`src/logic/slls_pkg.sv`:
```
package slls_pkg;

  // ----------------------------------------------------------------
  // Lane status byte layout
  // ----------------------------------------------------------------
  localparam int unsigned BIT_CODEGROUP = 0;
  localparam int unsigned BIT_FRAME = 1;
  localparam int unsigned BIT_CHECKSUM = 2;
  localparam int unsigned BIT_INIT_ALIGN = 3;
  localparam int unsigned BIT_DESKEW = 4;
  localparam int unsigned BIT_BAD_CTRL = 5;
  localparam int unsigned BIT_INVALID = 6;
  localparam int unsigned BIT_DISPARITY = 7;
  localparam logic [7:0] LINK_STATUS_RST = 8'h00;

  // ----------------------------------------------------------------
  // Register indices; the byte address is four times the index
  // ----------------------------------------------------------------
  localparam int unsigned ADDR_W = 14;
  localparam logic [11:0] IDX_PAGE_SEL = 12'h300;
  localparam logic [11:0] IDX_LANE0_STATUS = 12'h4b0;
  localparam logic [11:0] IDX_LANE1_STATUS = 12'h4b1;
  localparam logic [11:0] IDX_IRQ_STATUS = 12'h4c0;
  localparam logic [11:0] IDX_IRQ_MASK = 12'h4c1;

  // ----------------------------------------------------------------
  // Interrupt status bits and bus constants
  // ----------------------------------------------------------------
  localparam int unsigned IRQ_W = 4;
  localparam int unsigned IRQ_L0_ERR = 0;
  localparam int unsigned IRQ_L0_SYNC_LOSS = 1;
  localparam int unsigned IRQ_L1_ERR = 2;
  localparam int unsigned IRQ_L1_SYNC_LOSS = 3;
  localparam logic [3:0] IRQ_MASK_RST = 4'h0;
  localparam logic [1:0] RESP_OKAY = 2'h0;
  localparam logic [1:0] RESP_SLVERR = 2'h2;
  localparam logic [31:0] DATA_RST = 32'h0000_0000;

  // ----------------------------------------------------------------
  // Live inputs of one lane
  // ----------------------------------------------------------------
  typedef struct packed {
    logic [7:0] disparity_cnt;
    logic [7:0] invalid_cnt;
    logic [7:0] bad_ctrl_cnt;
    logic deskew_done;
    logic initial_align_ok;
    logic checksum_ok;
    logic frame_align_ok;
    logic codegroup_align_ok;
  } slls_lane_in_t;

  function automatic logic [ADDR_W-1:0] byte_addr(input logic [11:0] idx);
    byte_addr = {idx, 2'b00};
  endfunction

endpackage

```
`src/logic/slls_lane_status.sv`:
```
`timescale 1ns/100ps
module slls_lane_status (
  // Clock and reset.
  input wire logic aclk,
  input wire logic aresetn,
  // Live lane state and threshold.
  input wire slls_pkg::slls_lane_in_t lane_in,
  input wire logic [7:0] error_threshold,
  // Status byte.
  output logic [7:0] status_q
);

  // ----------------------------------------------------------------
  // Threshold compare
  // ----------------------------------------------------------------
  function automatic logic at_or_above(input logic [7:0] cnt, input logic [7:0] thr);
    at_or_above = (cnt >= thr);
  endfunction

  // The byte follows the live inputs every cycle; a bit clears on the next clock edge after its input drops.
  always_ff @(posedge aclk) begin
    if (!aresetn) begin
      status_q <= slls_pkg::LINK_STATUS_RST;
    end else begin
      status_q[slls_pkg::BIT_BAD_CTRL] <= at_or_above(lane_in.bad_ctrl_cnt, error_threshold);
      status_q[slls_pkg::BIT_INVALID] <= at_or_above(lane_in.invalid_cnt, error_threshold);
      status_q[slls_pkg::BIT_DISPARITY] <= at_or_above(lane_in.disparity_cnt, error_threshold);
      status_q[slls_pkg::BIT_DESKEW] <= lane_in.deskew_done;
      status_q[slls_pkg::BIT_INIT_ALIGN] <= lane_in.initial_align_ok;
      status_q[slls_pkg::BIT_CHECKSUM] <= lane_in.checksum_ok;
      status_q[slls_pkg::BIT_FRAME] <= lane_in.frame_align_ok;
      status_q[slls_pkg::BIT_CODEGROUP] <= lane_in.codegroup_align_ok;
    end
  end

  chk_thresh_equal: assert property (@(posedge aclk) disable iff (!aresetn)
    (lane_in.bad_ctrl_cnt == error_threshold) |=> status_q[slls_pkg::BIT_BAD_CTRL])
    else $error("Flag not set when count equals threshold.");
  chk_thresh_below: assert property (@(posedge aclk) disable iff (!aresetn)
    (lane_in.disparity_cnt < error_threshold) |=> !status_q[slls_pkg::BIT_DISPARITY])
    else $error("Flag set while count is below threshold.");

endmodule

```
`src/logic/slls_event_irq.sv`:
```
`timescale 1ns/100ps
module slls_event_irq (
  // Clock and reset.
  input wire logic aclk,
  input wire logic aresetn,
  // Lane status bytes and software controls.
  input wire logic [1:0][7:0] lane_status,
  input wire logic [slls_pkg::IRQ_W-1:0] irq_mask,
  input wire logic status_read,
  // Sticky status and interrupt.
  output logic [slls_pkg::IRQ_W-1:0] irq_status_q,
  output logic irq_q
);

  logic [1:0][7:0] prev_q;
  logic [slls_pkg::IRQ_W-1:0] set_ev;
  logic [slls_pkg::IRQ_W-1:0] status_d;

  // ----------------------------------------------------------------
  // Events: an error flag rising, or a sync result falling
  // ----------------------------------------------------------------
  always_comb begin
    for (int i = 0; i < 2; i++) begin
      set_ev[2*i] = |(lane_status[i][7:5] & ~prev_q[i][7:5]);
      set_ev[2*i+1] = |(prev_q[i][4:0] & ~lane_status[i][4:0]);
    end
    status_d = (status_read ? '0 : irq_status_q) | set_ev;
  end

  always_ff @(posedge aclk) begin
    if (!aresetn) begin
      prev_q <= '0;
    end else begin
      prev_q <= lane_status;
    end
  end

  // A set in the cycle of the clearing read wins over the clear.
  always_ff @(posedge aclk) begin
    if (!aresetn) begin
      irq_status_q <= '0;
      irq_q <= 1'b0;
    end else begin
      irq_status_q <= status_d;
      irq_q <= |(status_d & irq_mask);
    end
  end

  chk_set_wins: assert property (@(posedge aclk) disable iff (!aresetn)
    (status_read && set_ev[0]) |=> irq_status_q[0])
    else $error("Event lost during clearing read.");

endmodule

```
`src/logic/slls_top.sv`:
```
// Register access over AXI4-Lite was chosen for this implementation.
`timescale 1ns/100ps
module slls_top #(
  parameter int unsigned NUM_LINKS = 2
) (
  // Clock and reset.
  input wire logic aclk,
  input wire logic aresetn,
  // Lane state per link and threshold.
  input wire slls_pkg::slls_lane_in_t [NUM_LINKS-1:0][1:0] lane_in,
  input wire logic [7:0] error_threshold,
  input wire logic [$clog2(NUM_LINKS)-1:0] link_page,
  // Write address channel.
  input wire logic [slls_pkg::ADDR_W-1:0] s_axi_awaddr,
  input wire logic s_axi_awvalid,
  output logic s_axi_awready,
  // Write data channel.
  input wire logic [31:0] s_axi_wdata,
  input wire logic [3:0] s_axi_wstrb,
  input wire logic s_axi_wvalid,
  output logic s_axi_wready,
  // Write response channel.
  output logic [1:0] s_axi_bresp,
  output logic s_axi_bvalid,
  input wire logic s_axi_bready,
  // Read address channel.
  input wire logic [slls_pkg::ADDR_W-1:0] s_axi_araddr,
  input wire logic s_axi_arvalid,
  output logic s_axi_arready,
  // Read data channel.
  output logic [31:0] s_axi_rdata,
  output logic [1:0] s_axi_rresp,
  output logic s_axi_rvalid,
  input wire logic s_axi_rready,
  // Interrupt.
  output logic irq
);

  slls_pkg::slls_lane_in_t [1:0] sel_in;
  logic [1:0][7:0] lane_status;
  logic [slls_pkg::IRQ_W-1:0] irq_status;
  logic [slls_pkg::IRQ_W-1:0] irq_mask_q;
  logic [slls_pkg::ADDR_W-1:0] aw_addr_q;
  logic aw_held_q;
  logic [31:0] w_data_q;
  logic [3:0] w_strb_q;
  logic w_held_q;
  logic wr_go;
  logic rd_take;
  logic status_read;

  function automatic logic hit(input logic [slls_pkg::ADDR_W-1:0] addr, input logic [11:0] idx);
    hit = (addr == slls_pkg::byte_addr(idx));
  endfunction

  function automatic logic mapped(input logic [slls_pkg::ADDR_W-1:0] addr);
    mapped = hit(addr, slls_pkg::IDX_LANE0_STATUS) || hit(addr, slls_pkg::IDX_LANE1_STATUS) ||
             hit(addr, slls_pkg::IDX_IRQ_STATUS) || hit(addr, slls_pkg::IDX_IRQ_MASK);
  endfunction

  // ----------------------------------------------------------------
  // Link page selection
  // ----------------------------------------------------------------
  // A page beyond the implemented links selects all-zero lane inputs.
  always_comb begin
    if (link_page < NUM_LINKS) begin
      sel_in = lane_in[link_page];
    end else begin
      sel_in = '0;
    end
  end

  // ----------------------------------------------------------------
  // Lane status bytes
  // ----------------------------------------------------------------
  slls_lane_status u_lane0 (
    .aclk(aclk),
    .aresetn(aresetn),
    .lane_in(sel_in[0]),
    .error_threshold(error_threshold),
    .status_q(lane_status[0])
  );

  slls_lane_status u_lane1 (
    .aclk(aclk),
    .aresetn(aresetn),
    .lane_in(sel_in[1]),
    .error_threshold(error_threshold),
    .status_q(lane_status[1])
  );

  // ----------------------------------------------------------------
  // Event status and interrupt
  // ----------------------------------------------------------------
  slls_event_irq u_irq (
    .aclk(aclk),
    .aresetn(aresetn),
    .lane_status(lane_status),
    .irq_mask(irq_mask_q),
    .status_read(status_read),
    .irq_status_q(irq_status),
    .irq_q(irq)
  );

  // ----------------------------------------------------------------
  // Write channels
  // ----------------------------------------------------------------
  assign wr_go = aw_held_q && w_held_q && !s_axi_bvalid;

  always_ff @(posedge aclk) begin
    if (!aresetn) begin
      s_axi_awready <= 1'b1;
      aw_held_q <= 1'b0;
      aw_addr_q <= '0;
    end else if (s_axi_awvalid && s_axi_awready) begin
      s_axi_awready <= 1'b0;
      aw_held_q <= 1'b1;
      aw_addr_q <= s_axi_awaddr;
    end else if (s_axi_bvalid && s_axi_bready) begin
      s_axi_awready <= 1'b1;
      aw_held_q <= 1'b0;
    end
  end

  always_ff @(posedge aclk) begin
    if (!aresetn) begin
      s_axi_wready <= 1'b1;
      w_held_q <= 1'b0;
      w_data_q <= slls_pkg::DATA_RST;
      w_strb_q <= 4'h0;
    end else if (s_axi_wvalid && s_axi_wready) begin
      s_axi_wready <= 1'b0;
      w_held_q <= 1'b1;
      w_data_q <= s_axi_wdata;
      w_strb_q <= s_axi_wstrb;
    end else if (s_axi_bvalid && s_axi_bready) begin
      s_axi_wready <= 1'b1;
      w_held_q <= 1'b0;
    end
  end

  // Writes to the read-only status bytes are ignored and answered OKAY.
  always_ff @(posedge aclk) begin
    if (!aresetn) begin
      s_axi_bvalid <= 1'b0;
      s_axi_bresp <= slls_pkg::RESP_OKAY;
    end else if (wr_go) begin
      s_axi_bvalid <= 1'b1;
      s_axi_bresp <= mapped(aw_addr_q) ? slls_pkg::RESP_OKAY : slls_pkg::RESP_SLVERR;
    end else if (s_axi_bready) begin
      s_axi_bvalid <= 1'b0;
    end
  end

  always_ff @(posedge aclk) begin
    if (!aresetn) begin
      irq_mask_q <= slls_pkg::IRQ_MASK_RST;
    end else if (wr_go && hit(aw_addr_q, slls_pkg::IDX_IRQ_MASK) && w_strb_q[0]) begin
      irq_mask_q <= w_data_q[slls_pkg::IRQ_W-1:0];
    end
  end

  // ----------------------------------------------------------------
  // Read channels
  // ----------------------------------------------------------------
  assign rd_take = s_axi_arvalid && s_axi_arready;
  assign status_read = rd_take && hit(s_axi_araddr, slls_pkg::IDX_IRQ_STATUS);

  always_ff @(posedge aclk) begin
    if (!aresetn) begin
      s_axi_arready <= 1'b1;
      s_axi_rvalid <= 1'b0;
    end else if (rd_take) begin
      s_axi_arready <= 1'b0;
      s_axi_rvalid <= 1'b1;
    end else if (s_axi_rvalid && s_axi_rready) begin
      s_axi_arready <= 1'b1;
      s_axi_rvalid <= 1'b0;
    end
  end

  // Lane bytes are returned as held; the read itself changes nothing.
  always_ff @(posedge aclk) begin
    if (!aresetn) begin
      s_axi_rdata <= slls_pkg::DATA_RST;
      s_axi_rresp <= slls_pkg::RESP_OKAY;
    end else if (rd_take) begin
      s_axi_rresp <= mapped(s_axi_araddr) ? slls_pkg::RESP_OKAY : slls_pkg::RESP_SLVERR;
      if (hit(s_axi_araddr, slls_pkg::IDX_LANE0_STATUS)) begin
        s_axi_rdata <= {24'h00_0000, lane_status[0]};
      end else if (hit(s_axi_araddr, slls_pkg::IDX_LANE1_STATUS)) begin
        s_axi_rdata <= {24'h00_0000, lane_status[1]};
      end else if (hit(s_axi_araddr, slls_pkg::IDX_IRQ_STATUS)) begin
        s_axi_rdata <= {28'h000_0000, irq_status};
      end else if (hit(s_axi_araddr, slls_pkg::IDX_IRQ_MASK)) begin
        s_axi_rdata <= {28'h000_0000, irq_mask_q};
      end else begin
        s_axi_rdata <= slls_pkg::DATA_RST;
      end
    end
  end

  // ----------------------------------------------------------------
  // Checks
  // ----------------------------------------------------------------
  chk_lane0_bad_ctrl: assert property (@(posedge aclk) disable iff (!aresetn)
    1'b1 |=> lane_status[0][5] == ($past(sel_in[0].bad_ctrl_cnt) >= $past(error_threshold)))
    else $error("Lane 0 control character flag wrong.");

  chk_lane1_invalid: assert property (@(posedge aclk) disable iff (!aresetn)
    1'b1 |=> lane_status[1][6] == ($past(sel_in[1].invalid_cnt) >= $past(error_threshold)))
    else $error("Lane 1 invalid code flag wrong.");

  chk_lane1_disparity: assert property (@(posedge aclk) disable iff (!aresetn)
    (sel_in[1].disparity_cnt >= error_threshold) |=> lane_status[1][7])
    else $error("Lane 1 disparity flag not set.");

  chk_sync_bits: assert property (@(posedge aclk) disable iff (!aresetn)
    1'b1 |=> lane_status[1][4:0] == {$past(sel_in[1].deskew_done), $past(sel_in[1].initial_align_ok),
      $past(sel_in[1].checksum_ok), $past(sel_in[1].frame_align_ok), $past(sel_in[1].codegroup_align_ok)})
    else $error("Lane 1 sync results wrong.");

  chk_lane0_frame: assert property (@(posedge aclk) disable iff (!aresetn)
    $fell(sel_in[0].frame_align_ok) |=> !lane_status[0][1])
    else $error("Lane 0 frame loss not shown.");

  chk_page_select: assert property (@(posedge aclk) disable iff (!aresetn)
    ($changed(link_page) && lane_in[link_page][0].codegroup_align_ok) |=> lane_status[0][0])
    else $error("Page change not reflected.");

  chk_lane0_read: assert property (@(posedge aclk) disable iff (!aresetn)
    (rd_take && hit(s_axi_araddr, slls_pkg::IDX_LANE0_STATUS)) |=>
      s_axi_rvalid && s_axi_rdata == {24'h00_0000, $past(lane_status[0])})
    else $error("Lane 0 read data wrong.");

  chk_lane1_read: assert property (@(posedge aclk) disable iff (!aresetn)
    (rd_take && hit(s_axi_araddr, slls_pkg::IDX_LANE1_STATUS)) |=>
      s_axi_rresp == slls_pkg::RESP_OKAY && s_axi_rdata[31:8] == 24'h00_0000)
    else $error("Lane 1 read answer wrong.");

  chk_read_no_effect: assert property (@(posedge aclk) disable iff (!aresetn)
    (rd_take && hit(s_axi_araddr, slls_pkg::IDX_LANE1_STATUS) && $stable(sel_in[1]) && $stable(error_threshold)) |=>
      $stable(lane_status[1]))
    else $error("Lane read disturbed status.");

  chk_irq_level: assert property (@(posedge aclk) disable iff (!aresetn)
    1'b1 |=> irq == |(irq_status & $past(irq_mask_q)))
    else $error("Interrupt does not follow status.");

  chk_read_answer: assert property (@(posedge aclk) disable iff (!aresetn)
    rd_take |=> s_axi_rvalid && !s_axi_arready)
    else $error("Read answer not raised after address taken.");

  chk_read_release: assert property (@(posedge aclk) disable iff (!aresetn)
    (s_axi_rvalid && s_axi_rready) |=> !s_axi_rvalid && s_axi_arready)
    else $error("Read channel not released after data taken.");

  chk_write_answer: assert property (@(posedge aclk) disable iff (!aresetn)
    wr_go |=> s_axi_bvalid)
    else $error("Write response not raised.");

  chk_write_release: assert property (@(posedge aclk) disable iff (!aresetn)
    (s_axi_bvalid && s_axi_bready) |=> !s_axi_bvalid && s_axi_awready && s_axi_wready)
    else $error("Write channels not released after response.");

  chk_unmapped_read: assert property (@(posedge aclk) disable iff (!aresetn)
    (rd_take && !mapped(s_axi_araddr)) |=> s_axi_rresp == slls_pkg::RESP_SLVERR && s_axi_rdata == slls_pkg::DATA_RST)
    else $error("Unmapped read not refused.");

  chk_mask_write: assert property (@(posedge aclk) disable iff (!aresetn)
    (wr_go && hit(aw_addr_q, slls_pkg::IDX_IRQ_MASK) && w_strb_q[0]) |=> irq_mask_q == $past(w_data_q[3:0]))
    else $error("Mask write did not land.");

  chk_status_read: assert property (@(posedge aclk) disable iff (!aresetn)
    status_read |=> s_axi_rdata == {28'h000_0000, $past(irq_status)})
    else $error("Status read did not return value before clear.");

  chk_lane0_codegroup: assert property (@(posedge aclk) disable iff (!aresetn)
    1'b1 |=> lane_status[0][0] == $past(sel_in[0].codegroup_align_ok))
    else $error("Lane 0 code group bit wrong.");

  cov_lane0_read: cover property (@(posedge aclk) disable iff (!aresetn)
    rd_take && hit(s_axi_araddr, slls_pkg::IDX_LANE0_STATUS));
  cov_mask_write: cover property (@(posedge aclk) disable iff (!aresetn)
    wr_go && hit(aw_addr_q, slls_pkg::IDX_IRQ_MASK));
  cov_irq_raise: cover property (@(posedge aclk) disable iff (!aresetn) $rose(irq));
  cov_page_change: cover property (@(posedge aclk) disable iff (!aresetn)
    $changed(link_page));
  cov_unmapped_read: cover property (@(posedge aclk) disable iff (!aresetn)
    rd_take && !mapped(s_axi_araddr));

endmodule

```
`config.mk`:
```
export PLATFORM = sky130hd
export DESIGN_NAME = slls_top
export DESIGN_NICKNAME = d
export VERILOG_FILES = /design/src/logic/slls_pkg.sv /design/src/logic/slls_lane_status.sv /design/src/logic/slls_event_irq.sv /design/src/logic/slls_top.sv
export SDC_FILE = /design/constraint.sdc
export NUM_CORES = 1
export LEC_CHECK = 0
export BUFFER_PORTS_ARGS = -buffer_cell sky130_fd_sc_hd__buf_2
export CAP_MARGIN = 40
export CORE_ASPECT_RATIO = 1.25
export CORE_MARGIN = 2
export CORE_UTILIZATION = 35
export CTS_CLUSTER_DIAMETER = 150
export DETAILED_ROUTE_END_ITERATION = 10
export HOLD_SLACK_MARGIN = 0.02
export SYNTH_ARGS = -nofsm -noshare
export SYNTH_HDL_FRONTEND = slang
export SYNTH_SLANG_ARGS = --single-unit
```
`constraint.sdc`:
```
create_clock -name aclk -period 5.25 [get_ports aclk]
set_input_delay 0.2625 -clock aclk [delete_from_list [all_inputs] [get_ports aclk]]
set_output_delay 0.2625 -clock aclk [all_outputs]
set_load 0.005 [all_outputs]
```
Word-level counts from Yosys, hierarchy flattened. Cells that the tools add are included.

Bits of input ports: 196. Register bits: 103. Output and inout bits: 42. Word-level logic and storage cells: 92.

Multiplexer cells: 21. Order comparisons: 7. Reductions and logical operators: 26. Bitwise gates (word level): 10. Equal/unequal tests: 8.

Operators with widths (number): 2-to-1 mux 58 bit (2); equality test 14 x 13 -> 1 bit, second input constant (8); >= comparator 8 bit (6); 2-to-1 mux 8 bit (2); 2-to-1 mux 1 bit (12); 2-to-1 mux 4 bit (3); AND 5 bit (2); logical AND 1 bit (10); NOT 5 bit (2); OR reduction 5 bit (2); nonzero test 2 bit (4); AND 3 bit (2); logical OR 1 bit (6); NOT 3 bit (2); OR reduction 3 bit (2); AND 4 bit (1); 2-to-1 mux 2 bit (2); OR 4 bit (1); OR reduction 4 bit (1); less-than comparator 1 x 2 -> 1 bit, second input constant (1); zero test 1 bit (1).

Logic depth before layout (Yosys ltp).
Word-level depth: 6. Mapped depth: 9. Depth with buffers taken out: 7.

By module. A second synthesis with hierarchy kept.

Cells, all modules: 531. Area total of the unflattened synthesis: 4842.1 sq um.

By module, submodules not included: slls_top (sequential area each 800.8 sq um, cells an instance 297, instances 1, area an instance 2665.1 sq um); slls_lane_status (sequential area each 160.2 sq um, cells an instance 80, instances 2, area an instance 716.9 sq um); slls_event_irq (sequential area each 420.4 sq um, cells an instance 74, instances 1, area an instance 743.2 sq um).

Worst setup path before layout. Ideal clock, no wire load.

Path type: in2reg. Start point: input link_page. End point: register u_lane1.status_q[7]. Setup slack: 2841 ps. Arrival time: 2279 ps. Cell stages on the path: 7. Cell sequence: clkbuf_1 clkbuf_1 mux2_2 ha_1 a21o_1 a2111oi_0 a21oi_1.

Longest elaborated chain between the ends: 3.

Ends and longest elaborated chain: from (decl) (RTL line slls_top.sv:12) `input wire logic [$clog2(NUM_LINKS)-1:0] link_page,`; 2-to-1 mux 58 bit (implied by the code) (2 in series) (RTL line slls_top.sv:67) `sel_in = lane_in[link_page];`; >= comparator 8 bit (RTL line slls_lane_status.sv:17) `at_or_above = (cnt >= thr);`; to (signal assigned) (RTL line slls_lane_status.sv:23) `status_q <= slls_pkg::LINK_STATUS_RST;`; to (signal, indexed assignment) (RTL line slls_lane_status.sv:25) `status_q[slls_pkg::BIT_BAD_CTRL] <= at_or_above(lane_in.bad_ctrl_cnt, error_threshold);`; to (signal, indexed assignment) (RTL line slls_lane_status.sv:26) `status_q[slls_pkg::BIT_INVALID] <= at_or_above(lane_in.invalid_cnt, error_threshold);`; to (decl) (RTL line slls_lane_status.sv:10) `output logic [7:0] status_q`.

Every way passes these cells. The select of a mux whose other input is x is not followed. A chain may end at the register's enable or synchronous reset.

Worst setup path in the final report. Same ends and word-level chain as after synthesis.

==> flow_summary.yaml <==
clock_tree:
  path_clk_slew_ns: 0.06
  cts_resized: 0
  numCtsBuffers: 9
  hold_buffers: 0
  cts.sinks: 77
  clock-root-buffer: "clkbuf_16"
  clk_path_buf_depth: 2
  post-cts-setup-buffers: 0
  clk_latency_ns: 0.33
  cts_tree: "yes"
  h-tree-depth: 3
routing:
  vias: 4095
  drt_iter0_markers: 211
  drtAntennaViolNets: 0
  wl_per_cell_um: 14.06
  vias_per_cell: 4.784
  drt-total-wl_um: 12030
  drtPass1Iterations: 5
  drc: 0
global_route:
  overflow: 0
  grt_start_max_net_pins: 41
  grt_first_pass_wirelength_um: 19290
  antenna_found_initial: 0
  grtUsageTotal_pct: 17.15
  grt_pass1_vias: 4219
critical_path:
  cp_max_fo: 38
  crit_required_ns: 5.46
  regToRegStartpoint: "aw_addr_q[12]"
  critPathKind: "input pin to flop"
  reg2reg_depth: 5
  crit_path_end_kind: "flop"
  crit_arrival_ns: 2.36
  crit_path_start_kind: "input pin"
  startpoint: "link_page"
final_layout:
  layoutNonFillerInstCount: 856
  diodes: 0
  final_layout_size_suffix_gt1_share_pct: 35.61
  fin_area_sq_um: 5896
  nNetsFinal: 927
  fillers: 1260
  syn2layout_area_growth_pct: 28.11
die:
  num_rows: 46
  dieHeight_um: 132.2
  core_sq_um: 12780
  start_util_pct: 36.02
  die_width_um: 106.6
  dieArea_sq_um: 14090
  io_pins: 238
synthesis:
  synthFlopType: "dfxtp_1"
  syn_area_per_cell_sq_um: 9.023
  yosysSeqAreaShare_pct: 33.50
  synth_cells: 510
  yosysMostFrequentCell: "dfxtp_1"
  yosysTopAreaCell: "dfxtp_1"
  async_flop_share_pct: 0
  netlist.area_leader.share_pct: 33.50
  synth_edf_count: 0
  synth_cell_type_count: 39
  synth.top_cells.by_area: "dfxtp_1 33%, ha_1 13%, mux2_2 10%"
  yosys_register_bits: 77
  synthesis.area_sq_um: 4602
  yosysWarnings: 0
  synth.top_cells.by_count: "77 x dfxtp_1, 58 x nand2_1, 52 x a21oi_1"
min_path:
  hold_path.class: "input pin to flop"
  hold_start: "lane_in[32]"
  whs_path_depth: 3
sta:
  fin_worst_skew_ns: 0.004660
  period_share_pct: 40.90
  fmax_ghz: 0.4658
  tns_ns: 0
  period_needed_ns: 2.147
  slew_viol_final: 0
  max_slew_margin_pct: 61.42
  hold_viol_final: 0
  rsz0062_at_grt: "no"
  tightest_slew_ns: 0.5787
  setup_viol: 0
run_status:
  status: "finished clean"
placement:
  dpl_cell_area_sq_um: 5584
  dp_hpwl_um: 9902
  numPortBuffers: 180
  placed_cells: 840
  gp_congestion: 0.8393
flow_run:
  cap_violations: 0
power:
  p_leak_uw: 0.002851
  powerDensity_nw_per_um2: 264.9
  ir_drop_mv: 0.1614
-- per-layer routing --
metal / wire (um) / track usage [%] / vias up
met5: 0 / 0 / -
met4: 241 / 6.133 / 0
met3: 748 / 3.361 / 18
met2: 6353 / 33.05 / 165
met1: 4689 / 18.07 / 1815
li1: - / - / 2097
-- placed cells by master, fill, tap and decap left out, types with 2 or more instances in the layout --
master and instances:
a2111oi_0 6, a21o_1 6, a21oi_1 52, a222oi_1 2, a22oi_1 2, a31oi_1 2
and2_1 13, buf_12 2, buf_2 180, clkbuf_16 9, clkbuf_8 2, clkinvlp_4 2
conb_1 26, dfxtp_1 77, ha_1 48, inv_1 23, mux2_2 42, mux2i_1 32
nand2_1 58, nand2b_1 10, nand3_1 5, nand4_1 2, nor2_1 28, nor2b_1 7
o2111ai_1 6, o21a_1 6, o21ai_0 12, o221ai_1 3, o22ai_1 6, or3_1 4
-- through the flow --
step	power (uW)	worst slack (ns)	utilization, %	hold slack (ns)
6_report	1562	3.103	46.14	0.1613
3_3_place_gp	930.6	2.425	43.39	0.4385
2_1_floorplan	837.8	2.841	-	0.3985
5_1_grt	1648	3.045	46.14	0.1707
3_5_place_dp	946.6	2.753	43.70	0.4423
4_1_cts	1581	3.114	46.14	0.1556
-- logic make-up (layout without fill, tap and decap cells) --
family,Yosys count,count (layout),synth area share (%)
AO/OA/AOI/OAI,103,103,13.62
AND/OR/NAND/NOR,137,137,14.68
other,1,26,0.08149
adder cells (fa/ha/maj),48,48,13.05
multiplexers,74,74,17.24
flip-flops,77,77,33.50
buffers and inverters,70,223,7.830
-- flip-flops by register name, summed over array words and instances (netlist names), 4 cells and up --
register,count
u_irq.prev_q,16
u_lane0.status_q,8
u_lane1.status_q,8
irq_mask_q,4
s_axi_rdata,8
w_data_q,4
aw_addr_q,14
u_irq.irq_status_q,4
-- critical path, cell delays in order --
cell	delay, ns
buf_2	0.20
buf_12	0.25
buf_4	0.28
mux2_2	0.36
ha_1	0.30
a21o_1	0.17
a2111oi_0	0.39
a21oi_1	0.12
-- where the power goes --
part / internal, uW / switching, uW
sequential: 620 / 21.5
combinational: 148 / 144
clock: 393 / 235
total: 1160 / 401
-- final cells by class --
type                       count  area [sq um]  area share (%)
clock inverter                 5         58.81          0.9975
sequential                    77          1541           26.15
clock buffer                  11         252.7           4.287
inverter                      24         90.09           1.528
multi-input combinational    388          2794           47.39
tap                          168         210.2           3.565
timing repair buffer         183         948.4           16.09
-- final timing paths --
path	endpoint	slack, ns
max	u_lane1.status_q[7]	3.10
min reg2reg	s_axi_rdata[4]	0.45
min	u_lane1.status_q[3]	0.16
max reg2reg	irq_mask_q[3]	3.38
No activity file was read; power rests on OpenSTA's default activity.
